File: src/sensor_status_pkg.sv
// Purpose: shared constants and carriers for the mode and interrupt status block
// Assumes: register index times four gives the APB byte address
// Notes:   flag bit positions follow the interrupt source layout
package sensor_status_pkg;

  localparam int unsigned PADDR_W = 12;
  localparam int unsigned REG_W   = 8;

  // register indices
  localparam logic [9:0] IDX_SYSMODE  = 10'h00B;
  localparam logic [9:0] IDX_INTSRC   = 10'h00C;
  localparam logic [9:0] IDX_CONFIG   = 10'h010;
  localparam logic [9:0] IDX_IRQEN    = 10'h011;
  localparam logic [9:0] IDX_SLEEPLIM = 10'h012;
  localparam logic [9:0] IDX_DATAPORT = 10'h013;

  // reset values
  localparam logic [9:0] CONFIG_RST   = 10'h000;
  localparam logic [7:0] IRQEN_RST    = 8'h00;
  localparam logic [7:0] SLEEPLIM_RST = 8'h00;
  localparam logic [7:0] FLAGS_RST    = 8'h00;

  // interrupt source bit positions
  localparam int unsigned SRC_ASLP   = 7;
  localparam int unsigned SRC_FIFO   = 6;
  localparam int unsigned SRC_TRANS  = 5;
  localparam int unsigned SRC_ORIENT = 4;
  localparam int unsigned SRC_PULSE  = 3;
  localparam int unsigned SRC_FFMT   = 2;
  localparam int unsigned SRC_VECM   = 1;
  localparam int unsigned SRC_DRDY   = 0;

  // config field positions
  localparam int unsigned CFG_ACTIVE  = 0;
  localparam int unsigned CFG_ASLPEN  = 1;
  localparam int unsigned CFG_SMODE   = 2;
  localparam int unsigned CFG_AUTOINC = 4;
  localparam int unsigned CFG_DR      = 5;
  localparam int unsigned CFG_SLRATE  = 8;

  localparam int unsigned FGT_W = 5;

  // sensor data burst
  localparam logic [7:0] BURST_START = 8'h01;
  localparam logic [3:0] ACCEL_BYTES = 4'h6;
  localparam logic [3:0] BURST_BYTES = 4'hC;

  typedef enum logic [1:0] {
    MODE_STANDBY = 2'b00,
    MODE_WAKE    = 2'b01,
    MODE_SLEEP   = 2'b10
  } sys_mode_t;

  typedef enum logic [1:0] {
    SENS_ACCEL  = 2'b00,
    SENS_MAG    = 2'b01,
    SENS_HYBRID = 2'b11
  } sens_mode_t;

  typedef struct packed {
    logic gateError;
    logic fifoEmpty;
    logic fifoOverflow;
    logic fifoWatermark;
    logic fifoSampleIn;
    logic transientActive;
    logic orientChanged;
    logic pulseActive;
    logic ffmtActive;
    logic vecmIrq;
    logic accelNew;
    logic magNew;
    logic wakeEvent;
    logic activity;
  } sensor_events_t;

  typedef struct packed {
    logic fifoStatus;
    logic transientSrc;
    logic orientStatus;
    logic pulseSrc;
    logic ffmtSrc;
  } src_reads_t;

endpackage : sensor_status_pkg

File: src/gate_error_timer.sv
// Purpose: fifo gate error flag and elapsed output-data-rate period count
// Assumes: odrTick is a one-cycle pulse per output data period
// Notes:   the count saturates at its top value
module gate_error_timer (
  // clock and reset
  input  wire logic                                mclk,
  input  wire logic                                rst,
  // events
  input  wire logic                                gateError,
  input  wire logic                                fifoEmpty,
  input  wire logic                                odrTick,
  // status
  output logic                                     fgerr,
  output logic [sensor_status_pkg::FGT_W-1:0]      fgt
);

  logic fgerr_reg;
  logic [sensor_status_pkg::FGT_W-1:0] fgt_reg;

  always_ff @(posedge mclk)
  begin
    if (rst)
      fgerr_reg <= 1'b0;
    else if (gateError)
      fgerr_reg <= 1'b1;
    else if (fifoEmpty)
      fgerr_reg <= 1'b0;
  end

  always_ff @(posedge mclk)
  begin
    // cleared together with the flag so a read never shows a stale count
    if (rst || !fgerr_reg || (fifoEmpty && !gateError))
      fgt_reg <= '0;
    else if (odrTick && !(&fgt_reg))
      fgt_reg <= fgt_reg + 1'b1;
  end

  assign fgerr = fgerr_reg;
  assign fgt   = fgt_reg;

  a_fgt_zero_clear: assert property (@(posedge mclk) disable iff (rst)
    !fgerr |-> fgt == '0) else $error("gate count not zero without flag");

  a_fgerr_holds: assert property (@(posedge mclk) disable iff (rst)
    fgerr && !fifoEmpty |=> fgerr) else $error("gate error flag dropped early");

endmodule : gate_error_timer

File: src/mode_sequencer.sv
// Purpose: standby, wake and sleep sequencing with auto-sleep
// Assumes: activity and wakeEvent come from the event detectors on mclk
// Notes:   inactivity is counted in output data periods
module mode_sequencer (
  // clock and reset
  input  wire logic                          mclk,
  input  wire logic                          rst,
  // control
  input  wire logic                          active,
  input  wire logic                          autoSleepEn,
  input  wire logic [7:0]                    sleepLimit,
  // events
  input  wire logic                          odrTick,
  input  wire logic                          activity,
  input  wire logic                          wakeEvent,
  // status
  output sensor_status_pkg::sys_mode_t       mode,
  output logic                               aslpEvent
);

  sensor_status_pkg::sys_mode_t mode_reg;
  sensor_status_pkg::sys_mode_t mode_next;
  logic [7:0] inact_reg;
  logic       aslpEvent_reg;
  logic       expire;

  assign expire = odrTick && !activity && inact_reg == sleepLimit;

  always_ff @(posedge mclk)
  begin
    if (rst || activity || mode_reg != sensor_status_pkg::MODE_WAKE)
      inact_reg <= '0;
    else if (odrTick && !(&inact_reg))
      inact_reg <= inact_reg + 1'b1;
  end

  always_comb
  begin
    mode_next = mode_reg;
    unique case (mode_reg)
      sensor_status_pkg::MODE_STANDBY:
        if (active)
          mode_next = sensor_status_pkg::MODE_WAKE;
      sensor_status_pkg::MODE_WAKE:
        if (!active)
          mode_next = sensor_status_pkg::MODE_STANDBY;
        else if (autoSleepEn && expire)
          mode_next = sensor_status_pkg::MODE_SLEEP;
      sensor_status_pkg::MODE_SLEEP:
        if (!active)
          mode_next = sensor_status_pkg::MODE_STANDBY;
        else if (wakeEvent || !autoSleepEn)
          mode_next = sensor_status_pkg::MODE_WAKE;
      default:
        mode_next = sensor_status_pkg::MODE_STANDBY;
    endcase
  end

  always_ff @(posedge mclk)
  begin
    if (rst)
      mode_reg <= sensor_status_pkg::MODE_STANDBY;
    else
      mode_reg <= mode_next;
  end

  always_ff @(posedge mclk)
  begin
    if (rst)
      aslpEvent_reg <= 1'b0;
    else
      aslpEvent_reg <= active && autoSleepEn &&
        ((mode_reg == sensor_status_pkg::MODE_WAKE && expire) ||
         (mode_reg == sensor_status_pkg::MODE_SLEEP && wakeEvent));
  end

  assign mode      = mode_reg;
  assign aslpEvent = aslpEvent_reg;

  a_sleep_entry: assert property (@(posedge mclk) disable iff (rst)
    mode == sensor_status_pkg::MODE_WAKE && active && autoSleepEn && expire
    |=> mode == sensor_status_pkg::MODE_SLEEP && aslpEvent)
    else $error("no sleep entry after inactivity limit");

  a_wake_entry: assert property (@(posedge mclk) disable iff (rst)
    mode == sensor_status_pkg::MODE_SLEEP && active && wakeEvent
    |=> mode == sensor_status_pkg::MODE_WAKE)
    else $error("no wake on wake event");

endmodule : mode_sequencer

File: src/sensor_mode_and_irq_status.sv
// Purpose: system mode and interrupt source status with APB access
// Assumes: event and source-read strobes are on mclk; APB zero wait state
// Notes:   read data is captured in the setup phase; clears mask on what was shown
module sensor_mode_and_irq_status (
  // clock and reset
  input  wire logic                                     mclk,
  input  wire logic                                     rst,
  // apb slave
  input  wire logic                                     psel,
  input  wire logic                                     penable,
  input  wire logic                                     pwrite,
  input  wire logic [sensor_status_pkg::PADDR_W-1:0]    paddr,
  input  wire logic [31:0]                              pwdata,
  output logic [31:0]                                   prdata,
  output logic                                          pready,
  output logic                                          pslverr,
  // event detectors and neighbouring registers
  input  wire sensor_status_pkg::sensor_events_t        events,
  input  wire sensor_status_pkg::src_reads_t            srcReads,
  input  wire logic                                     odrTick,
  // sensor data read path
  output logic [7:0]                                    sensorAddr,
  input  wire logic [7:0]                               sensorData,
  // rate and mode status
  output sensor_status_pkg::sys_mode_t                  sysMode,
  output logic                                          useSleepRate,
  output logic [2:0]                                    rateCode,
  output logic [1:0]                                    sleepRateCode
);

  logic [9:0]  config_reg;
  logic [7:0]  irqEn_reg;
  logic [7:0]  sleepLim_reg;
  logic [7:0]  flags_reg;
  logic [7:0]  setVec;
  logic [7:0]  clrVec;
  logic [31:0] prdata_reg;
  logic        shownAslp_reg;
  logic        fifoCond_reg;
  logic [3:0]  burstIdx_reg;
  logic [7:0]  sensorAddr_reg;
  logic        useSleep_reg;
  logic [2:0]  rateCode_reg;
  logic [1:0]  sleepRate_reg;

  logic        setupRd;
  logic        wrDone;
  logic        rdDone;
  logic        mapped;
  logic [7:0]  rdValue;
  logic        fgerr;
  logic [sensor_status_pkg::FGT_W-1:0] fgt;
  logic        aslpEvent;
  logic        fifoCond;
  logic        drdyNew;
  logic        drdyClear;
  logic [3:0]  burstFirst;
  logic [3:0]  burstEnd;
  sensor_status_pkg::sens_mode_t sensMode;

  function automatic logic hit(input logic [sensor_status_pkg::PADDR_W-1:0] a,
                               input logic [9:0] idx);
    hit = a == {idx, 2'b00};
  endfunction : hit

  // apb handshake
  assign setupRd = psel && !penable && !pwrite;
  assign wrDone  = psel && penable && pwrite;
  assign rdDone  = psel && penable && !pwrite;
  assign mapped  = hit(paddr, sensor_status_pkg::IDX_SYSMODE) ||
                   hit(paddr, sensor_status_pkg::IDX_INTSRC) ||
                   hit(paddr, sensor_status_pkg::IDX_CONFIG) ||
                   hit(paddr, sensor_status_pkg::IDX_IRQEN) ||
                   hit(paddr, sensor_status_pkg::IDX_SLEEPLIM) ||
                   hit(paddr, sensor_status_pkg::IDX_DATAPORT);
  assign pready  = psel && penable;
  assign pslverr = psel && penable && !mapped;
  assign prdata  = prdata_reg;

  assign sensMode = sensor_status_pkg::sens_mode_t'(
                      config_reg[sensor_status_pkg::CFG_SMODE +: 2]);

  // writable registers
  always_ff @(posedge mclk)
  begin
    if (rst)
      config_reg <= sensor_status_pkg::CONFIG_RST;
    else if (wrDone && hit(paddr, sensor_status_pkg::IDX_CONFIG))
      config_reg <= pwdata[9:0];
  end

  always_ff @(posedge mclk)
  begin
    if (rst)
      irqEn_reg <= sensor_status_pkg::IRQEN_RST;
    else if (wrDone && hit(paddr, sensor_status_pkg::IDX_IRQEN))
      irqEn_reg <= pwdata[7:0];
  end

  always_ff @(posedge mclk)
  begin
    if (rst)
      sleepLim_reg <= sensor_status_pkg::SLEEPLIM_RST;
    else if (wrDone && hit(paddr, sensor_status_pkg::IDX_SLEEPLIM))
      sleepLim_reg <= pwdata[7:0];
  end

  mode_sequencer u_mode (
    .mclk        (mclk),
    .rst         (rst),
    .active      (config_reg[sensor_status_pkg::CFG_ACTIVE]),
    .autoSleepEn (config_reg[sensor_status_pkg::CFG_ASLPEN]),
    .sleepLimit  (sleepLim_reg),
    .odrTick     (odrTick),
    .activity    (events.activity),
    .wakeEvent   (events.wakeEvent),
    .mode        (sysMode),
    .aslpEvent   (aslpEvent)
  );

  gate_error_timer u_gate (
    .mclk      (mclk),
    .rst       (rst),
    .gateError (events.gateError),
    .fifoEmpty (events.fifoEmpty),
    .odrTick   (odrTick),
    .fgerr     (fgerr),
    .fgt       (fgt)
  );

  // rate selection follows the mode
  always_ff @(posedge mclk)
  begin
    if (rst)
    begin
      useSleep_reg  <= 1'b0;
      rateCode_reg  <= '0;
      sleepRate_reg <= '0;
    end
    else
    begin
      useSleep_reg  <= sysMode == sensor_status_pkg::MODE_SLEEP;
      rateCode_reg  <= config_reg[sensor_status_pkg::CFG_DR +: 3];
      sleepRate_reg <= config_reg[sensor_status_pkg::CFG_SLRATE +: 2];
    end
  end

  assign useSleepRate  = useSleep_reg;
  assign rateCode      = rateCode_reg;
  assign sleepRateCode = sleepRate_reg;

  // read data captured in setup phase
  always_comb
  begin
    rdValue = 8'h00;
    if (hit(paddr, sensor_status_pkg::IDX_SYSMODE))
      rdValue = {fgerr, fgt, sysMode};
    else if (hit(paddr, sensor_status_pkg::IDX_INTSRC))
      rdValue = flags_reg;
    else if (hit(paddr, sensor_status_pkg::IDX_CONFIG))
      rdValue = config_reg[7:0];
    else if (hit(paddr, sensor_status_pkg::IDX_IRQEN))
      rdValue = irqEn_reg;
    else if (hit(paddr, sensor_status_pkg::IDX_SLEEPLIM))
      rdValue = sleepLim_reg;
    else if (hit(paddr, sensor_status_pkg::IDX_DATAPORT))
      rdValue = sensorData;
  end

  always_ff @(posedge mclk)
  begin
    if (rst)
      prdata_reg <= '0;
    else if (setupRd)
    begin
      if (hit(paddr, sensor_status_pkg::IDX_CONFIG))
        prdata_reg <= {22'h0, config_reg};
      else
        prdata_reg <= {24'h000000, rdValue};
    end
  end

  always_ff @(posedge mclk)
  begin
    if (rst)
      shownAslp_reg <= 1'b0;
    else if (setupRd)
      shownAslp_reg <= flags_reg[sensor_status_pkg::SRC_ASLP];
  end

  // fifo condition edge and sample re-arm
  assign fifoCond = events.fifoOverflow || events.fifoWatermark;

  always_ff @(posedge mclk)
  begin
    if (rst)
      fifoCond_reg <= 1'b0;
    else
      fifoCond_reg <= fifoCond;
  end

  // data ready per sensor mode
  always_comb
  begin
    unique case (sensMode)
      sensor_status_pkg::SENS_ACCEL:
        drdyNew = events.accelNew;
      sensor_status_pkg::SENS_MAG:
        drdyNew = events.magNew;
      sensor_status_pkg::SENS_HYBRID:
        drdyNew = events.accelNew || events.magNew;
      default:
        drdyNew = 1'b0;
    endcase
  end

  // sensor data burst pointer
  assign burstFirst = (sensMode == sensor_status_pkg::SENS_MAG) ?
                      sensor_status_pkg::ACCEL_BYTES : 4'h0;
  assign burstEnd   = (sensMode == sensor_status_pkg::SENS_MAG ||
                      (sensMode == sensor_status_pkg::SENS_HYBRID &&
                       config_reg[sensor_status_pkg::CFG_AUTOINC])) ?
                      sensor_status_pkg::BURST_BYTES : sensor_status_pkg::ACCEL_BYTES;

  always_ff @(posedge mclk)
  begin
    if (rst)
      burstIdx_reg <= 4'h0;
    else if (wrDone && hit(paddr, sensor_status_pkg::IDX_DATAPORT))
      burstIdx_reg <= burstFirst;
    else if (rdDone && hit(paddr, sensor_status_pkg::IDX_DATAPORT))
    begin
      if (burstIdx_reg + 4'h1 >= burstEnd)
        burstIdx_reg <= burstFirst;
      else
        burstIdx_reg <= burstIdx_reg + 4'h1;
    end
  end

  always_ff @(posedge mclk)
  begin
    if (rst)
      sensorAddr_reg <= sensor_status_pkg::BURST_START;
    else
      sensorAddr_reg <= sensor_status_pkg::BURST_START + {4'h0, burstIdx_reg};
  end

  assign sensorAddr = sensorAddr_reg;

  assign drdyClear = rdDone && hit(paddr, sensor_status_pkg::IDX_DATAPORT) &&
                     ((sensMode == sensor_status_pkg::SENS_ACCEL &&
                       burstIdx_reg == 4'h0) ||
                      (sensMode != sensor_status_pkg::SENS_ACCEL &&
                       burstIdx_reg == sensor_status_pkg::ACCEL_BYTES));

  // flag set and clear terms
  always_comb
  begin
    setVec = 8'h00;
    clrVec = 8'h00;
    setVec[sensor_status_pkg::SRC_ASLP]   = aslpEvent;
    setVec[sensor_status_pkg::SRC_FIFO]   = fifoCond &&
                                            (!fifoCond_reg || events.fifoSampleIn);
    setVec[sensor_status_pkg::SRC_TRANS]  = events.transientActive;
    setVec[sensor_status_pkg::SRC_ORIENT] = events.orientChanged;
    setVec[sensor_status_pkg::SRC_PULSE]  = events.pulseActive;
    setVec[sensor_status_pkg::SRC_FFMT]   = events.ffmtActive;
    setVec[sensor_status_pkg::SRC_VECM]   = events.vecmIrq;
    setVec[sensor_status_pkg::SRC_DRDY]   = drdyNew;
    setVec = setVec & irqEn_reg;
    clrVec[sensor_status_pkg::SRC_ASLP]   = rdDone && shownAslp_reg &&
                                            hit(paddr, sensor_status_pkg::IDX_SYSMODE);
    clrVec[sensor_status_pkg::SRC_FIFO]   = srcReads.fifoStatus;
    clrVec[sensor_status_pkg::SRC_TRANS]  = srcReads.transientSrc;
    clrVec[sensor_status_pkg::SRC_ORIENT] = srcReads.orientStatus;
    clrVec[sensor_status_pkg::SRC_PULSE]  = srcReads.pulseSrc;
    clrVec[sensor_status_pkg::SRC_FFMT]   = srcReads.ffmtSrc;
    clrVec[sensor_status_pkg::SRC_VECM]   = rdDone &&
                                            prdata_reg[sensor_status_pkg::SRC_VECM] &&
                                            hit(paddr, sensor_status_pkg::IDX_INTSRC);
    clrVec[sensor_status_pkg::SRC_DRDY]   = drdyClear;
  end

  // sticky flags, set wins over clear
  genvar i;
  generate
    for (i = 0; i < sensor_status_pkg::REG_W; i++)
    begin : g_flag
      always_ff @(posedge mclk)
      begin
        if (rst)
          flags_reg[i] <= sensor_status_pkg::FLAGS_RST[i];
        else if (setVec[i])
          flags_reg[i] <= 1'b1;
        else if (clrVec[i])
          flags_reg[i] <= 1'b0;
      end
    end
  endgenerate

  a_aslp_read_clear: assert property (@(posedge mclk) disable iff (rst)
    rdDone && hit(paddr, sensor_status_pkg::IDX_SYSMODE) && shownAslp_reg &&
    !setVec[sensor_status_pkg::SRC_ASLP]
    |=> !flags_reg[sensor_status_pkg::SRC_ASLP])
    else $error("auto-sleep flag not cleared by mode read");

  a_intsrc_keeps: assert property (@(posedge mclk) disable iff (rst)
    rdDone && hit(paddr, sensor_status_pkg::IDX_INTSRC) && srcReads == '0
    |=> (flags_reg[7:2] & $past(flags_reg[7:2])) == $past(flags_reg[7:2]))
    else $error("source register read cleared a foreign flag");

  a_vecm_read_clear: assert property (@(posedge mclk) disable iff (rst)
    rdDone && hit(paddr, sensor_status_pkg::IDX_INTSRC) &&
    prdata[sensor_status_pkg::SRC_VECM] && !setVec[sensor_status_pkg::SRC_VECM]
    |=> !flags_reg[sensor_status_pkg::SRC_VECM])
    else $error("vector flag not cleared by source read");

  a_fifo_rearm: assert property (@(posedge mclk) disable iff (rst)
    fifoCond && events.fifoSampleIn && irqEn_reg[sensor_status_pkg::SRC_FIFO]
    |=> flags_reg[sensor_status_pkg::SRC_FIFO])
    else $error("fifo flag not set again on new sample");

  a_trans_set_wins: assert property (@(posedge mclk) disable iff (rst)
    events.transientActive && irqEn_reg[sensor_status_pkg::SRC_TRANS] &&
    srcReads.transientSrc |=> flags_reg[sensor_status_pkg::SRC_TRANS])
    else $error("transient event lost under clearing read");

  a_orient_clear: assert property (@(posedge mclk) disable iff (rst)
    srcReads.orientStatus && !setVec[sensor_status_pkg::SRC_ORIENT]
    |=> !flags_reg[sensor_status_pkg::SRC_ORIENT])
    else $error("orientation flag not cleared");

  a_drdy_accel_only: assert property (@(posedge mclk) disable iff (rst)
    sensMode == sensor_status_pkg::SENS_ACCEL && !flags_reg[0] &&
    events.magNew && !events.accelNew |=> !flags_reg[0])
    else $error("data ready set by magnetic data in accel mode");

  a_mode_reset: assert property (@(posedge mclk)
    rst |=> sysMode == sensor_status_pkg::MODE_STANDBY && flags_reg == 8'h00)
    else $error("mode or flags not cleared by reset");

  a_burst_wrap: assert property (@(posedge mclk) disable iff (rst)
    rdDone && hit(paddr, sensor_status_pkg::IDX_DATAPORT) &&
    burstIdx_reg == 4'hB && burstEnd == sensor_status_pkg::BURST_BYTES
    |=> burstIdx_reg == burstFirst ##1 sensorAddr == sensor_status_pkg::BURST_START +
        {4'h0, burstFirst})
    else $error("burst pointer did not wrap after twelve bytes");

  a_unmapped_err: assert property (@(posedge mclk) disable iff (rst)
    psel && penable && !mapped |-> pslverr && pready)
    else $error("unmapped access not flagged");

endmodule : sensor_mode_and_irq_status

File: config.mk
export PLATFORM = sky130hd
export DESIGN_NAME = sensor_mode_and_irq_status
export DESIGN_NICKNAME = d
export VERILOG_FILES = /design/src/sensor_status_pkg.sv /design/src/gate_error_timer.sv /design/src/mode_sequencer.sv /design/src/sensor_mode_and_irq_status.sv
export SDC_FILE = /design/constraint.sdc
export NUM_CORES = 1
export LEC_CHECK = 0
export ABC_AREA = 1
export BUFFER_PORTS_ARGS = -buffer_cell sky130_fd_sc_hd__clkbuf_2
export CORE_UTILIZATION = 51
export CTS_CLUSTER_DIAMETER = 120
export DETAILED_ROUTE_END_ITERATION = 10
export PLACE_DENSITY = 0.9
export SLEW_MARGIN = 30
export SYNTH_ARGS = -nofsm -noshare
export SYNTH_HDL_FRONTEND = slang
export SYNTH_SLANG_ARGS = --single-unit
File: constraint.sdc
create_clock -name mclk -period 2 [get_ports mclk]
set_input_delay 0.2 -clock mclk [delete_from_list [all_inputs] [get_ports mclk]]
set_output_delay 0.2 -clock mclk [all_outputs]
set_load 0.02 [all_outputs]
# --- After elaboration in Yosys (flattened, before gate mapping) ---
# Cells that the tools add are included.
totals:
  word_cells: 155
  latchBits: 0
  memories: 0
  romBits: 0
  output_inout_bits: 50
  ff_bits: 103
  ramBits: 0
op_classes:
  reduce_logical: 73
  magnitude_cmp: 1
  eq_ne: 16
  mux: 36
  bitwise: 1
  div: 0
  shift: 0
  add_sub_neg: 4
  multipliers: 0
op_table:
  columns: ["operator", "count"]
  rows:
  - ["equality test 12 x 7 -> 1 bit (second input constant)", 4]
  - ["2-to-1 mux 8 bit", 5]
  - ["logical AND 1 bit", 30]
  - ["equality test 12 x 6 -> 1 bit (second input constant)", 2]
  - ["nonzero test 2 bit", 11]
  - ["2-to-1 mux 1 bit", 18]
  - ["logical OR 1 bit", 16]
  - ["2-to-1 mux 4 bit", 4]
  - ["zero test 1 bit", 10]
  - ["2-to-1 mux 10 bit", 1]
  - ["2-to-1 mux 2 bit", 5]
  - ["adder 8 x 1 -> 8 bit (second input constant)", 1]
  - ["bitwise AND 8 bit", 1]
  - ["equality test 8 bit", 1]
  - ["AND reduction 8 bit", 1]
  - ["inequality test 3 x 2 -> 1 bit (second input constant)", 2]
  - ["one-hot mux 2 bit (3 select lines)", 1]
  - ["adder 1 x 4 -> 5 bit (first input constant)", 1]
  - ["adder 5 x 1 -> 5 bit (second input constant)", 1]
  - ["AND reduction 5 bit", 1]
  - ["adder 4 x 1 -> 4 bit (second input constant)", 1]
  - ["equality test 2 x 1 -> 1 bit (second input constant)", 2]
  - ["equality test 2 bit (second input constant)", 2]
  - ["equality test 4 x 3 -> 1 bit (second input constant)", 1]
  - ["other kinds (8)", 9]

# --- Longest topological paths before layout ---
depth:
  ltp_word: 8
  ltp_mapped: 12
  ltp_nobuf: 12

# --- Hierarchy ---
# From an unflattened synthesis, not the netlist that was laid out.
hier_totals:
  hier_cells: 620
  hier_area_um2: 4309.1
by_module_without_submodules:
  columns: ["mod", "area_each_um2", "cells_per_inst", "instances"]
  rows:
  - ["sensor_mode_and_irq_status", 3196.8, 445, 1]
  - ["mode_sequencer", 803.3, 133, 1]
  - ["gate_error_timer", 309.0, 42, 1]

# --- Least setup slack after synthesis ---
# No wires, ideal clock.
synth_path:
  kind: "register -> register"
  from: "register burstIdx_reg[0]"
  to: "register burstIdx_reg[2]"
  arrival_ps: 1657
  path_buffers: 0
  setup_slack_ps: 227
  path_stages_with_launch: 13
  required_time_ps: 1885
  cell_sequence: "dfxtp_1 -> inv_1 -> ha_1 -> inv_1 -> ha_1 -> nand2_1 -> nand2_1 -> a21oi_1 -> nand2_1 -> nand2_1 -> o21ai_0 -> o21ai_0 -> inv_1"
synth_via:
  elab_chain_cells: 5
synth_rtl:
  columns: ["element", "line", "source"]
  rows:
  - ["start: declaration", "sensor_mode_and_irq_status.sv:40", "logic [3:0] burstIdx_reg;"]
  - ["start signal: assignment", "sensor_mode_and_irq_status.sv:230", "burstIdx_reg <= burstFirst;"]
  - ["start signal: assignment", "sensor_mode_and_irq_status.sv:234", "burstIdx_reg <= burstFirst;"]
  - ["start signal: assignment", "sensor_mode_and_irq_status.sv:236", "burstIdx_reg <= burstIdx_reg + 4'h1;"]
  - ["adder 4 x 1 -> 4 bit (*)", "sensor_mode_and_irq_status.sv:233, sensor_mode_and_irq_status.sv:236", null]
  - ["greater-or-equal comparator 4 bit", "sensor_mode_and_irq_status.sv:233", "if (burstIdx_reg + 4'h1 >= burstEnd)"]
  - ["2-to-1 mux 4 bit (*)", "sensor_mode_and_irq_status.sv:233", null]
  - ["2-to-1 mux 4 bit (*)", "sensor_mode_and_irq_status.sv:231", "else if (rdDone && hit(paddr, sensor_status_pkg::IDX_DATAPORT))"]
  - ["2-to-1 mux 4 bit (*)", "sensor_mode_and_irq_status.sv:229", "else if (wrDone && hit(paddr, sensor_status_pkg::IDX_DATAPORT))"]
# Every way passes the cells marked *; elsewhere a longest branch is shown, timed or not. The select of a mux whose other input is x is not followed.
# A chain may end at the register's enable or synchronous reset.

# --- Final worst setup path ---
layout_path:
  from: "register burstIdx_reg[1]"
  to: "register burstIdx_reg[3]"
# Same word-level chain as after synthesis.

==> run_results.csv <==
group,metric,value,unit
logic_synthesis,synth_most_common_cell,"nand2_1",
placed_design,dp_hpwl,7884,um
die,row_count,32,
setup_path,arrival,2.19,ns
clock_tree,clkTransAtPathRegs,0.09,ns
setup_path,rr_startpoint,"burstIdx_reg[1]$_SDFFE_PP0P_",
setup_path,ff2ff_setup_slack,0.10,ns
detailed_routing,wl_per_cell,13.48,um
setup_path,start_kind,"flop",
logic_synthesis,syn_avg_cell_area,7.008,um2
sta,clock_skew,0.009945,ns
finish,area_delta_synth_final,15.29,%
die,die_h,91.20,um
pwr,vdd_drop_max,0.5036,mV
finish,fin_util,60.54,%
logic_synthesis,synth_cell_type_count,36,
detailed_routing,drt_iter0_drc,400,
logic_synthesis,synth_fa_ha_area_share,2.467,%
clock_tree,clock-sinks,78,
detailed_routing,routed_via_density,5.369,
placed_design,place_ws,0.003531,ns
logic_synthesis,synth_common_cells,"112 x nand2_1, 81 x inv_1, 78 x dfxtp_1",
logic_synthesis,synth_top_area_share,38.48,%
clock_tree,cts_buffers,9,
setup_path,path_max_fanout,4,
worst_hold_path,hold_end,"fifoCond_reg$_SDFF_PP0_",
die,core,0.007727,mm2
setup_path,timing.rr.end,"burstIdx_reg[3]$_SDFFE_PP0P_",
logic_synthesis,synth_area,0.004058,mm2
placed_design,gp_congestion,0.9332,
detailed_routing,dr_total_vias,4102,
clock_tree,cts_buffer_depth,2,
clock_tree,htreeDepth,3,
logic_synthesis,synth_simple_gate_area_share,28.99,%
sta,fin_crit,1.899,ns
placed_design,port_buffers,79,
logic_synthesis,synth_area_leaders,"dfxtp_1 38%, nand2_1 10%, inv_1 7.5%",
setup_path,reg2reg_depth,11,
sta,setup_viol,0,
setup_path,worstSetupPathType,"flop to flop",
detailed_routing,drt-total-wl,10300,um
logic_synthesis,synth_compound_area_share,13.78,%
logic_synthesis,synth_top_area_cell,"dfxtp_1",
die,dieArea,0.008317,mm2
logic_synthesis,ys.flop_type,"dfxtp_1",
grt,gr-total-overflow,0,
clock_tree,cts_root_buf,"clkbuf_8",
finish,finalNetCount,742,
run_status,outcome,"finished, final reports clean",
die,io_pins,127,
setup_path,required,2.29,ns
die,start_util,52.51,%
logic_synthesis,synth-seq-cells,78,
logic_synthesis,synth_top_family_by_area,"simple AND/OR/NAND/NOR gates",
sta,fmax,526.5,MHz
logic_synthesis,syn_inst,579,
sta,setup_slack,0.1008,ns
detailed_routing,drc_errors,0,
die,die_x,91.20,um
pwr,power_density,640.7,mW/mm2
logic_synthesis,async_flop_share,0,%
clock_tree,clock_latency,0.36,ns
sta,tightest_slew,0.6013,ns
worst_hold_path,hp-start,"events[11]",
grt,grt_use_total,25.44,%
logic_synthesis,yosys_warnings,0,
sta,drv_slew,0,
grt,grt_pass1_wl,16670,um
flow_run,drv_cap,0,
grt,first_global_vias,3818,
sta,fin_crit_sh,94.96,%
setup_path,crit_path_end_kind,"flop",
sta,hold_violations,0,
grt,grt_start_max_net_pins,40,
logic_synthesis,synth_edf_count,0,
finish,drive_above_1_share,20.09,%
worst_hold_path,hold_path_class,"input port to flop",
sta,slew_headroom,59.82,%
logic_synthesis,yosysSeqAreaShare,38.48,%
pwr,p_leak,2.036,nW
detailed_routing,antenna_left,0,
clock_tree,cts_tree,"yes",
grt,antenna_found_initial,0,
finish,insertedDiodeCount,0,
worst_hold_path,hold_depth,3,
logic_synthesis,synthMuxAreaShare,0,%
detailed_routing,firstDrtPassIters,5,
logic_synthesis,synthXorXnorAreaFrac,1.943,%
## final cells by class
cell class | count | area [um2]
flip-flops and latches | 78 | 1570
inverters | 83 | 311.5
fillers | 671 | 3049
repair buffers | 84 | 432.9
multi-input cells | 401 | 2029
well taps | 102 | 127.6
clock inverters | 6 | 68.82
clock buffers | 10 | 137.6
## per-layer routing
layer | global-route usage [%] | vias to the layer above | share of wire, %
met4 | 13.62 | 0 | 4.1
met1 | 30.35 | 1845 | 40
met5 | 0 | - | 0
met3 | 5.695 | 39 | 8.3
li1 | - | 1980 | -
met2 | 42.55 | 238 | 47
## placed cells by master (no fill, tap or decap), drive strengths merged
cell / instances
o211ai: 2
a31oi: 1
nand2: 115
and3: 1
nand3: 40
ha: 8
inv: 85
nand4: 17
xor2: 6
conb: 25
buf: 5
nor3: 8
nor4: 2
a211oi: 8
dfxtp: 78
o2111a: 1
o22ai: 1
xnor2: 3
clkinv: 2
clkinvlp: 1
nor2: 71
or3: 1
clkbuf: 89
bufinv: 1
a21oi: 55
o21ai: 36
## worst max path at each step
stage,from,endpoint,cells after the start
final,burstIdx_reg[1]$_SDFFE_PP0P_,burstIdx_reg[3]$_SDFFE_PP0P_,11
after global routing,burstIdx_reg[0]$_SDFFE_PP0P_,burstIdx_reg[1]$_SDFFE_PP0P_,12
after CTS,burstIdx_reg[0]$_SDFFE_PP0P_,burstIdx_reg[1]$_SDFFE_PP0P_,12
after floorplan,burstIdx_reg[0]$_SDFFE_PP0P_,burstIdx_reg[2]$_SDFFE_PP0P_,12
after global placement,burstIdx_reg[0]$_SDFFE_PP0P_,burstIdx_reg[1]$_SDFFE_PP0P_,12
after detailed placement,burstIdx_reg[0]$_SDFFE_PP0P_,burstIdx_reg[1]$_SDFFE_PP0P_,12
## stage by stage
| stage | std cells | hold slack [ns] | power (mW) | cell area, um2 | setup TNS, ns |
|---|---|---|---|---|---|
| 3_5_place_dp | 748 | 0.4266 | 1.813 | 4442 | 0 |
| 4_1_cts | 764 | 0.05732 | 3.017 | 4651 | 0 |
| 2_1_floorplan | 603 | 0.3255 | 1.759 | 4148 | 0 |
| 5_1_grt | 764 | 0.06675 | 3.102 | 4678 | -0.005519 |
| 6_report | 764 | 0.06340 | 2.997 | 4678 | 0 |
| 3_3_place_gp | 748 | 0.4174 | 1.808 | 4442 | 0 |
## cell families after synthesis
| group | Yosys count |
|---|---|
| AOI/OAI and AO/OA | 104 |
| xor gates and xnor gates | 9 |
| adders and majority gates | 8 |
| buffers and inverters | 124 |
| DFF | 78 |
| other | 1 |
| and+or+nand+nor | 255 |
## power breakdown
group | switching [mW] | internal [mW] | total, mW
Sequential | 0.00282 | 1.55 | 1.56
Combinational | 0.157 | 0.0652 | 0.222
Clock | 0.601 | 0.619 | 1.22
## repair_timing
item / CTS / global route
pin swaps: 0 / 4
endpoints found under the setup margin: 2 / 3
gates resized for setup: 4 / 11
hold buffers: 0 / 0
setup buffers: 0 / 0
## critical path, cell delays in order (launching register included)
cell and delay [ns]:
dfxtp_4 0.37, nand3_1 0.09, xor2_1 0.20, inv_1 0.09
ha_1 0.30, inv_1 0.06, nor2_1 0.05, a21oi_2 0.15
nand2_2 0.10, nor2_1 0.18, nand2_1 0.10, a21oi_1 0.13
Note: power is estimated with default switching activity, not from simulation.
